File: src/common/t2co_pkg.sv
// Purpose: constants and types shared by the timer-two clock-out block
// Assumes: 8-bit registers on 32-bit APB words, one clock domain
// Notes: register offsets are byte addresses
package t2co_pkg;
	localparam int T2CO_ADDR_W = 8;
	localparam logic [7:0] T2CO_OFS_CTRL = 8'hC8;
	localparam logic [7:0] T2CO_OFS_MODE = 8'hCC;
	localparam logic [7:0] T2CO_OFS_CNT_LO = 8'hD0;
	localparam logic [7:0] T2CO_OFS_CNT_HI = 8'hD4;
	localparam logic [7:0] T2CO_OFS_RLD_LO = 8'hD8;
	localparam logic [7:0] T2CO_OFS_RLD_HI = 8'hDC;
	// control register fields
	localparam int T2CO_B_OVF = 7;
	localparam int T2CO_B_EXT = 6;
	localparam int T2CO_B_RXSEL = 5;
	localparam int T2CO_B_TXSEL = 4;
	localparam int T2CO_B_EXEN = 3;
	localparam int T2CO_B_RUN = 2;
	localparam int T2CO_B_SRC = 1;
	localparam int T2CO_B_CPRL = 0;
	// mode register fields
	localparam int T2CO_B_OE = 1;
	localparam int T2CO_B_UPDN = 0;
	localparam logic [1:0] T2CO_MODE_MASK = 2'h3;
	// reset values
	localparam logic [7:0] T2CO_CTRL_RST = 8'h00;
	localparam logic [1:0] T2CO_MODE_RST = 2'h0;
	localparam logic [15:0] T2CO_CNT_RST = 16'h0000;
	localparam logic [15:0] T2CO_RLD_RST = 16'h0000;
	localparam logic [15:0] T2CO_CNT_MAX = 16'hFFFF;
	// internal count tick is the peripheral clock divided by this
	localparam int T2CO_PRESCALE = 2;
	localparam logic [17:0] T2CO_WRAP = 18'h10000;
	// pin indices on the edge carrier
	localparam int T2CO_PIN_CLK = 0;
	localparam int T2CO_PIN_TRG = 1;
	typedef enum logic [1:0] {
		T2CO_M_RELOAD = 2'b00,
		T2CO_M_CAPTURE = 2'b01,
		T2CO_M_BAUD = 2'b10,
		T2CO_M_UPDOWN = 2'b11
	} t2co_mode_t;
endpackage

File: src/common/t2co_evt_if.sv
// Purpose: carries pin levels, edges and the count tick between modules
// Assumes: single clock domain
// Notes: pin_fall is a one-cycle pulse
`timescale 1ns/10ps
interface t2co_evt_if;
	logic [1:0] pin_lvl;
	logic [1:0] pin_fall;
	logic src_ext;
	logic run;
	logic tick;
	modport edge_mp (input pin_lvl, output pin_fall);
	modport tick_mp (input pin_fall, input src_ext, input run, output tick);
	modport core_mp (output pin_lvl, output src_ext, output run,
		input pin_fall, input tick);
endinterface

File: src/design/t2co_top.sv
// Purpose: sixteen-bit reloadable timer with 50% clock output
// Assumes: APB slave, zero wait states, pins synchronous to clk
// Notes: one internal tick every two clocks
// Functional notes
// - clock-out toggles pin on each overflow
// - low byte counts at half clock rate
// - overflow copies reload pair into count outside capture
// - no interrupt from overflows in clock-out
// - out period four times wrap distance
// - drive clock pin when output enabled
// - run bit starts and stops counting
// - baud and clock-out share reload pair
// - overflow flag only without serial selects
// - enabled trigger fall sets external flag outside updown
// - external flag no request in updown
// - selects route overflow to serial clocks
// - source select picks clock or pin
`timescale 1ns/10ps
module t2co_top (
	// clock and reset
	input wire logic clk,
	input wire logic arst_n,
	// apb slave
	input wire logic psel,
	input wire logic penable,
	input wire logic pwrite,
	input wire logic [t2co_pkg::T2CO_ADDR_W-1:0] paddr,
	input wire logic [31:0] pwdata,
	output logic [31:0] prdata,
	output logic pready,
	output logic pslverr,
	// pins
	input wire logic clock_io_in,
	output logic clock_io_out,
	output logic clock_io_oe_n,
	input wire logic external_trigger_pin,
	// serial port clocks
	input wire logic timer1_ovf,
	output logic rx_baud_tick,
	output logic tx_baud_tick,
	// interrupt request to the cpu
	output logic timer_irq
);
	import t2co_pkg::*;

	logic [1:0] rst_sync_r;
	logic rst_n;
	logic [7:0] ctrl_r;
	logic [1:0] mode_r;
	logic [15:0] cnt_r;
	logic [15:0] rld_r;
	logic clk_out_r;
	logic oe_n_r;
	logic rx_r;
	logic tx_r;
	logic irq_r;
	logic [31:0] prdata_r;
	logic pready_r;
	logic pslverr_r;
	logic setup;
	logic wr_en;
	logic hit;
	logic [31:0] rd_nxt;
	logic [7:0] wb;
	t2co_mode_t mode;
	logic baud;
	logic clkout_mode;
	logic up;
	logic ovf_evt;
	logic unf_evt;
	logic trig;
	logic [7:0] ctrl_nxt;

	t2co_evt_if evt ();

	// release reset through two flops
	always_ff @(posedge clk or negedge arst_n) begin
		if (!arst_n) begin
			rst_sync_r <= 2'b00;
		end else begin
			rst_sync_r <= {rst_sync_r[0], 1'b1};
		end
	end
	assign rst_n = rst_sync_r[1];

	assign evt.pin_lvl[T2CO_PIN_CLK] = clock_io_in;
	assign evt.pin_lvl[T2CO_PIN_TRG] = external_trigger_pin;
	assign evt.src_ext = ctrl_r[T2CO_B_SRC];
	assign evt.run = ctrl_r[T2CO_B_RUN];

	t2co_edge u_edge (
		.clk(clk),
		.rst_n(rst_n),
		.evt(evt.edge_mp)
	);

	t2co_tick u_tick (
		.clk(clk),
		.rst_n(rst_n),
		.evt(evt.tick_mp)
	);

	// apb decode; access phase always lasts one cycle
	assign setup = psel & ~penable;
	assign wr_en = psel & penable & pwrite & pready_r;
	assign wb = pwdata[7:0];

	always_comb begin
		hit = 1'b1;
		rd_nxt = 32'h0000_0000;
		case (paddr)
			T2CO_OFS_CTRL: rd_nxt[7:0] = ctrl_r;
			T2CO_OFS_MODE: rd_nxt[1:0] = mode_r;
			T2CO_OFS_CNT_LO: rd_nxt[7:0] = cnt_r[7:0];
			T2CO_OFS_CNT_HI: rd_nxt[7:0] = cnt_r[15:8];
			T2CO_OFS_RLD_LO: rd_nxt[7:0] = rld_r[7:0];
			T2CO_OFS_RLD_HI: rd_nxt[7:0] = rld_r[15:8];
			default: hit = 1'b0;
		endcase
	end

	always_ff @(posedge clk or negedge rst_n) begin
		if (!rst_n) begin
			pready_r <= 1'b0;
			pslverr_r <= 1'b0;
			prdata_r <= 32'h0000_0000;
		end else begin
			pready_r <= setup;
			pslverr_r <= setup & ~hit;
			if (setup && !pwrite) begin
				prdata_r <= rd_nxt;
			end
		end
	end

	// operating mode; serial selects override capture/reload select
	assign baud = ctrl_r[T2CO_B_RXSEL] | ctrl_r[T2CO_B_TXSEL];
	always_comb begin
		case ({mode_r[T2CO_B_UPDN], baud, ctrl_r[T2CO_B_CPRL]})
			3'b000: mode = T2CO_M_RELOAD;
			3'b001: mode = T2CO_M_CAPTURE;
			3'b010, 3'b011, 3'b110, 3'b111: mode = T2CO_M_BAUD;
			3'b100, 3'b101: mode = T2CO_M_UPDOWN;
			default: mode = T2CO_M_RELOAD;
		endcase
	end

	assign clkout_mode = mode_r[T2CO_B_OE] & ~ctrl_r[T2CO_B_SRC];
	// trigger pin sets direction only in updown mode
	assign up = (mode != T2CO_M_UPDOWN) | external_trigger_pin;
	assign ovf_evt = evt.tick & up & (cnt_r == T2CO_CNT_MAX);
	assign unf_evt = evt.tick & ~up & (cnt_r == rld_r);
	assign trig = evt.pin_fall[T2CO_PIN_TRG] & ctrl_r[T2CO_B_EXEN] &
		(mode != T2CO_M_UPDOWN);

	// counter; a software write beats the hardware update
	always_ff @(posedge clk or negedge rst_n) begin
		if (!rst_n) begin
			cnt_r <= T2CO_CNT_RST;
		end else if (wr_en && paddr == T2CO_OFS_CNT_LO) begin
			cnt_r[7:0] <= wb;
		end else if (wr_en && paddr == T2CO_OFS_CNT_HI) begin
			cnt_r[15:8] <= wb;
		end else if (ovf_evt && mode != T2CO_M_CAPTURE) begin
			cnt_r <= rld_r;
		end else if (unf_evt) begin
			cnt_r <= T2CO_CNT_MAX;
		end else if (trig && mode == T2CO_M_RELOAD) begin
			cnt_r <= rld_r;
		end else if (evt.tick) begin
			cnt_r <= up ? cnt_r + 16'h0001 : cnt_r - 16'h0001;
		end
	end

	// reload pair; capture takes the count on a trigger fall
	always_ff @(posedge clk or negedge rst_n) begin
		if (!rst_n) begin
			rld_r <= T2CO_RLD_RST;
		end else if (wr_en && paddr == T2CO_OFS_RLD_LO) begin
			rld_r[7:0] <= wb;
		end else if (wr_en && paddr == T2CO_OFS_RLD_HI) begin
			rld_r[15:8] <= wb;
		end else if (trig && mode == T2CO_M_CAPTURE) begin
			rld_r <= cnt_r;
		end
	end

	always_ff @(posedge clk or negedge rst_n) begin
		if (!rst_n) begin
			mode_r <= T2CO_MODE_RST;
		end else if (wr_en && paddr == T2CO_OFS_MODE) begin
			mode_r <= wb[1:0] & T2CO_MODE_MASK;
		end
	end

	// flags: hardware set wins over a software clear in the same cycle
	always_comb begin
		ctrl_nxt = ctrl_r;
		if (wr_en && paddr == T2CO_OFS_CTRL) begin
			ctrl_nxt = wb;
		end
		if (ovf_evt && !baud && !clkout_mode) begin
			ctrl_nxt[T2CO_B_OVF] = 1'b1;
		end
		if (trig) begin
			ctrl_nxt[T2CO_B_EXT] = 1'b1;
		end else if (mode == T2CO_M_UPDOWN && (ovf_evt || unf_evt)) begin
			// acts as a seventeenth count bit
			ctrl_nxt[T2CO_B_EXT] = ~ctrl_r[T2CO_B_EXT];
		end
	end

	always_ff @(posedge clk or negedge rst_n) begin
		if (!rst_n) begin
			ctrl_r <= T2CO_CTRL_RST;
		end else begin
			ctrl_r <= ctrl_nxt;
		end
	end

	// clock output; toggling per overflow gives 50% duty
	always_ff @(posedge clk or negedge rst_n) begin
		if (!rst_n) begin
			clk_out_r <= 1'b0;
			oe_n_r <= 1'b1;
		end else begin
			if (ovf_evt && clkout_mode) begin
				clk_out_r <= ~clk_out_r;
			end
			oe_n_r <= ~mode_r[T2CO_B_OE];
		end
	end

	// serial clocks and interrupt request
	always_ff @(posedge clk or negedge rst_n) begin
		if (!rst_n) begin
			rx_r <= 1'b0;
			tx_r <= 1'b0;
			irq_r <= 1'b0;
		end else begin
			rx_r <= ctrl_r[T2CO_B_RXSEL] ? ovf_evt : timer1_ovf;
			tx_r <= ctrl_r[T2CO_B_TXSEL] ? ovf_evt : timer1_ovf;
			irq_r <= ctrl_r[T2CO_B_OVF] |
				(ctrl_r[T2CO_B_EXT] & ~mode_r[T2CO_B_UPDN]);
		end
	end

	assign prdata = prdata_r;
	assign pready = pready_r;
	assign pslverr = pslverr_r;
	assign clock_io_out = clk_out_r;
	assign clock_io_oe_n = oe_n_r;
	assign rx_baud_tick = rx_r;
	assign tx_baud_tick = tx_r;
	assign timer_irq = irq_r;

	// helper: cycles between overflows while setup is undisturbed
	logic [17:0] per_r;
	logic per_ok_r;
	logic any_wr;
	assign any_wr = wr_en;
	always_ff @(posedge clk or negedge rst_n) begin
		if (!rst_n) begin
			per_r <= 18'h00000;
			per_ok_r <= 1'b0;
		end else begin
			per_r <= ovf_evt ? 18'h00001 : per_r + 18'h00001;
			// a trigger reload cuts a period short, so it voids the check too
			if (any_wr || trig || !ctrl_r[T2CO_B_RUN] ||
					ctrl_r[T2CO_B_SRC]) begin
				per_ok_r <= 1'b0;
			end else if (ovf_evt) begin
				per_ok_r <= 1'b1;
			end
		end
	end
endmodule

File: src/design/t2co_edge.sv
// Purpose: falling-edge detection on the clock and trigger pins
// Assumes: pin levels already synchronous to clk
// Notes: first sample after reset assumes pins were high
`timescale 1ns/10ps
module t2co_edge (
	// clock and reset
	input wire logic clk,
	input wire logic rst_n,
	// carrier
	t2co_evt_if.edge_mp evt
);
	genvar i;
	generate
		for (i = 0; i < 2; i++) begin : g_pin
			logic prev_r;
			always_ff @(posedge clk or negedge rst_n) begin
				if (!rst_n) begin
					prev_r <= 1'b1;
				end else begin
					prev_r <= evt.pin_lvl[i];
				end
			end
			assign evt.pin_fall[i] = prev_r & ~evt.pin_lvl[i];
		end
	endgenerate
endmodule

File: src/design/t2co_tick.sv
// Purpose: count tick source, internal half-rate or pin falling edge
// Assumes: run low holds the phase at zero
// Notes: first internal tick comes one cycle after run rises
`timescale 1ns/10ps
module t2co_tick (
	// clock and reset
	input wire logic clk,
	input wire logic rst_n,
	// carrier
	t2co_evt_if.tick_mp evt
);
	import t2co_pkg::*;
	logic ph_r;
	always_ff @(posedge clk or negedge rst_n) begin
		if (!rst_n) begin
			ph_r <= 1'b0;
		end else begin
			ph_r <= evt.run & ~evt.src_ext & ~ph_r;
		end
	end
	assign evt.tick = evt.run &
		(evt.src_ext ? evt.pin_fall[T2CO_PIN_CLK] : ph_r);
endmodule

File: config.mk
export PLATFORM = sky130hd
export DESIGN_NAME = t2co_top
export DESIGN_NICKNAME = d
export VERILOG_FILES = /design/src/common/t2co_pkg.sv /design/src/common/t2co_evt_if.sv /design/src/design/t2co_top.sv /design/src/design/t2co_edge.sv /design/src/design/t2co_tick.sv
export SDC_FILE = /design/constraint.sdc
export NUM_CORES = 1
export LEC_CHECK = 0
export BUFFER_PORTS_ARGS = -buffer_cell sky130_fd_sc_hd__buf_2
export CORE_AREA = 3 3 68 134
export DETAILED_ROUTE_END_ITERATION = 7
export DIE_AREA = 0 0 71 137
export GPL_TIMING_DRIVEN = 0
export PLACE_DENSITY = 0.75
export SYNTH_ARGS = -nofsm -noshare
export SYNTH_HDL_FRONTEND = slang
export SYNTH_SLANG_ARGS = --single-unit
File: constraint.sdc
create_clock -name clk -period 2.4 [get_ports clk]
set_input_delay 0.12 -clock clk [delete_from_list [all_inputs] [get_ports clk]]
set_output_delay 0.12 -clock clk [all_outputs]
set_load 0.03 [all_outputs]
==> results.sh <==
export IMPL_drt_drc_violations_left=0
export IMPL_synth_cells=467
export IMPL_clock_fmax_ghz=0.392
export IMPL_power_density_nw_per_um2=528
export IMPL_rows=47
export IMPL_syn_area_um2=4240
export IMPL_synth_edf_count=0
export IMPL_clock_sinks=62
export IMPL_drv_slew=0
export IMPL_gr_total_overflow=0
export IMPL_synth_simple_gate_area_share_pct=22.1
export IMPL_ys_seq_elements=62
export IMPL_synthMuxAreaShare_pct=9.76
export IMPL_wl_met2_mm=7.87
export IMPL_synth_async_reset_ratio_pct=100
export IMPL_via_per_inst=6.29
export IMPL_ff2ff_setup_slack_ns=-0.15
export IMPL_syn_avg_cell_area_um2=9.09
export IMPL_initial_utilization_pct=51.5
export IMPL_min_to="rx_baud_tick$_DFF_PN0_"
export IMPL_fill_cells=655
export IMPL_dp_cells=626
export IMPL_hpwl_mm=11.1
export IMPL_p_leak_nw=2.58
export IMPL_layoutNonFillerInstCount=671
export IMPL_die_area_um2=9730
export IMPL_hold_violations=0
export IMPL_slew_headroom_pct=38.9
export IMPL_yosys_area_share_xor_xnor_pct=6.19
export IMPL_status="finished with violations"
export IMPL_n_antenna_cell=0
export IMPL_ys_warnings_count=0
export IMPL_grt_pass1_wl_mm=23.0
export IMPL_routed_wl_mm=15.5
export IMPL_cp_max_fo=4
export IMPL_min_period_ns=2.55
export IMPL_clock_latency_ns=0.34
export IMPL_setup_ws_ns=-0.149
export IMPL_cap_violations=0
export IMPL_worstPathRequired_ns=2.62
export IMPL_rr_startpoint="ctrl_r[5]$_DFFE_PN0P_"
export IMPL_critPathLaunchType="register"
export IMPL_met3_length_mm=1.09
export IMPL_syn2layout_area_growth_pct=31.8
export IMPL_numCtsBuffers=9
export IMPL_timing_hold_ws_ns=0.0458
export IMPL_criticalPathCategory="register to register"
export IMPL_min_from="timer1_ovf"
export IMPL_critPathTopFamily="simple AND/OR/NAND/NOR gates"
export IMPL_grt_max_degree=34
export IMPL_vdd_drop_max_uv=438
export IMPL_chipWidth_um=71
export IMPL_clock_skew_final_ns=0.00854
export IMPL_hold_class="primary input to register"
export IMPL_cts_tree="built"
export IMPL_slowest_stage="or4b_4"
export IMPL_htree_levels=3
export IMPL_coreArea_um2=8230
export IMPL_drt_met1_wl_mm=4.92
export IMPL_rsz0062_at_grt="true"
export IMPL_synth_adder_area_share_pct=0.295
export IMPL_nNetsFinal=617
export IMPL_antenna_left=0
export IMPL_drive_above_1_share_pct=33.7
export IMPL_root_buffer="clkbuf_16"
export IMPL_path_buf_inv=1
export IMPL_ys_flop_type="dfrtp_1"
export IMPL_tightest_slew_ns=0.911
export IMPL_synth_cell_types=67
export IMPL_wl_per_cell_um=23.1
export IMPL_dr_first_iter_drc_count=297
export IMPL_finalSetupViolCount=13
export IMPL_routed_top_layer="met4"
export IMPL_die_y_um=137
export IMPL_dr_pass1_iters=5
export IMPL_fin_crit_sh_pct=106
export IMPL_track_usage_pct=32.2
export IMPL_clock_path_buffers=2
export IMPL_end_kind="register"
export IMPL_holdPathStages=2
export IMPL_rr_endpoint="cnt_r[10]$_DFFE_PN0P_"
export IMPL_regArea_um2=1560
export IMPL_io_buffer_count=37
export IMPL_crit_arrival_ns=2.77
export IMPL_synth_top_family_by_area="simple AND/OR/NAND/NOR gates"
export IMPL_ys_seq_area_share_pct=36.7
export IMPL_violations="negative setup slack"
export IMPL_ios=87
export IMPL_clkTransAtPathRegs_ns=0.06
export IMPL_first_global_vias=4177
export IMPL_num_vias=4219
export IMPL_reg2reg_depth=11
export IMPL_synth_compound_gate_area_share_pct=16.6
export IMPL_grt_antenna_before_repair=0
export IMPL_crit_chain="or4b_4, xnor2_4, ha_4, nor3_4, nand4b_1, buf_4, nor4_4, a21oi_1, xnor2_1, o22ai_1, o21ai_1"
export IMPL_multi_input_area_um2=2750
export IMPL_critPathMaxStageDelay_ns=0.57
export IMPL_gp_congestion=1.00
cell usage after synthesis, types with 2 or more instances:
library cell,n,area [um^2]
o221ai_1,2,17.5
buf_4,26,195
nand2b_1,2,12.5
a31oi_1,2,12.5
nand4b_1,4,35.0
nand2_1,58,218
nor2_1,38,143
nand4_1,6,37.5
or3_1,3,18.8
a21oi_1,26,130
nor4b_4,2,47.6
inv_1,5,18.8
dfstp_2,3,78.8
nor3_1,9,45.0
mux4_2,8,180
nor4_1,7,43.8
nor3b_1,2,15.0
a211oi_1,2,15.0
xor2_1,16,140
dfrtp_1,59,1480
nor4_2,2,25.0
o2111ai_1,2,17.5
a41oi_1,2,17.5
nand3b_1,4,30.0
o22ai_1,11,68.8
a22oi_1,15,113
buf_2,13,65.1
and2_1,3,18.8
o21ai_1,7,35.0
a21o_1,3,22.5
o21ai_0,14,70.1
or4b_1,2,20.0
mux2i_1,20,200
nand3_1,8,40.0
xnor2_1,14,123
nor2b_1,6,37.5
conb_1,2,7.51
or4_1,2,15.0
o211ai_1,4,30.0
and3_1,9,56.3
o31ai_1,3,22.5
mux2_2,2,22.5
clkbuf_1,15,56.3
cell usage in the layout (no fill, tap or decap), types with 4 or more instances in the layout:
| cell type | instances |
|---|---|
| dfrtp_2 | 5 |
| nor3_1 | 5 |
| a22oi_1 | 15 |
| nand3b_1 | 4 |
| nor2b_1 | 6 |
| nand2_1 | 55 |
| dlygate4sd3_1 | 4 |
| nor4_4 | 4 |
| mux4_2 | 8 |
| conb_1 | 25 |
| nor2_1 | 36 |
| buf_4 | 50 |
| nand3_1 | 7 |
| o21ai_0 | 13 |
| dfrtp_1 | 54 |
| buf_2 | 45 |
| inv_1 | 5 |
| nand4b_1 | 4 |
| nor4_1 | 4 |
| o22ai_2 | 4 |
| o211ai_1 | 4 |
| clkbuf_1 | 11 |
| xor2_1 | 16 |
| o21ai_1 | 7 |
| clkbuf_16 | 9 |
| nand4_1 | 6 |
| buf_6 | 7 |
| and3_1 | 9 |
| o22ai_1 | 6 |
| mux2i_1 | 20 |
| a21oi_1 | 23 |
| xnor2_1 | 12 |
report_power, final:
| part | switching (W) | leakage [nW] | internal (W) |
|---|---|---|---|
| sequential | 0.0000303 | 0.806 | 0.00108 |
| combinational | 0.000243 | 1.62 | 0.000138 |
| clock | 0.000494 | 0.156 | 0.000967 |
final cells by class:
cell class                 instances  area share [%]
tap                               98            2.19
clock buffer                      13            4.65
timing repair buffer              70            8.34
sequential                        62            27.9
multi-input combinational        367            49.1
buffer                            53            6.22
inverter                           5           0.336
clock inverter                     3            1.21
repair_timing:
action | in CTS | in global routing
resized for setup | 32 | 41
gates cloned | 0 | 1
pin swaps | 14 | 17
hold buffers | 4 | 0
setup endpoints to repair | 16 | 17
hold endpoints to repair | 5 | 0
buffers inserted | 18 | 9
registers in the layout, summed over array words and instances, names as in the netlist:
| name | flops |
|---|---|
| rx_baud_tick | 1 |
| pslverr | 1 |
| u_edge.g_pin.prev_r | 2 |
| mode_r | 2 |
| clock_io_oe_n | 1 |
| timer_irq | 1 |
| clock_io_out | 1 |
| ctrl_r | 8 |
| rld_r | 16 |
| pready | 1 |
| rst_sync_r | 2 |
| prdata | 8 |
| u_tick.ph_r | 1 |
| tx_baud_tick | 1 |
| cnt_r | 16 |
metal layers:
layer	global-route usage [%]	vias to the layer above
met5	0	-
met4	27.1	0
met3	5.88	95
met2	56.3	254
met1	32.1	2018
li1	-	1852
through the flow:
step | setup slack [ns] | setup TNS (ns) | util, % | total power, W | area [um^2]
2_1_floorplan | -0.127 | -0.271 | - | 0.00136 | 4360
3_3_place_gp | -0.467 | -18.58 | 56.7 | 0.00146 | 4670
3_5_place_dp | -0.406 | -3.47 | 57.0 | 0.00147 | 4690
4_1_cts | -0.169 | -0.482 | 64.9 | 0.00293 | 5350
5_1_grt | -0.298 | -1.49 | 67.9 | 0.00303 | 5590
6_report | -0.149 | -0.909 | 67.9 | 0.00295 | 5590
worst max-delay path by stage:
stage | from | endpoint | slack [ns] | cells after the start
finish | ctrl_r[5]$_DFFE_PN0P_ | cnt_r[10]$_DFFE_PN0P_ | -0.15 | 11
global route | ctrl_r[5]$_DFFE_PN0P_ | cnt_r[14]$_DFFE_PN0P_ | -0.30 | 10
CTS | ctrl_r[4]$_DFFE_PN0P_ | cnt_r[14]$_DFFE_PN0P_ | -0.17 | 11
detailed placement | ctrl_r[5]$_DFFE_PN0P_ | cnt_r[12]$_DFFE_PN0P_ | -0.41 | 10
global placement | rst_sync_r[1]$_DFF_PN0_ | ctrl_r[5]$_DFFE_PN0P_ | -0.47 | 0
floorplan | ctrl_r[5]$_DFFE_PN0P_ | cnt_r[12]$_DFFE_PN0P_ | -0.13 | 10
cell families (layout without fill, tap and decap cells):
kind of cell,after synthesis,after routing
simple gates,174,174
compound gates,106,106
mux,31,31
fa+ha+maj,1,1
flops,62,62
xor+xnor,30,30
buf+inv,61,144
other cells,2,25
Note: power is estimated with default switching activity, not from simulation.
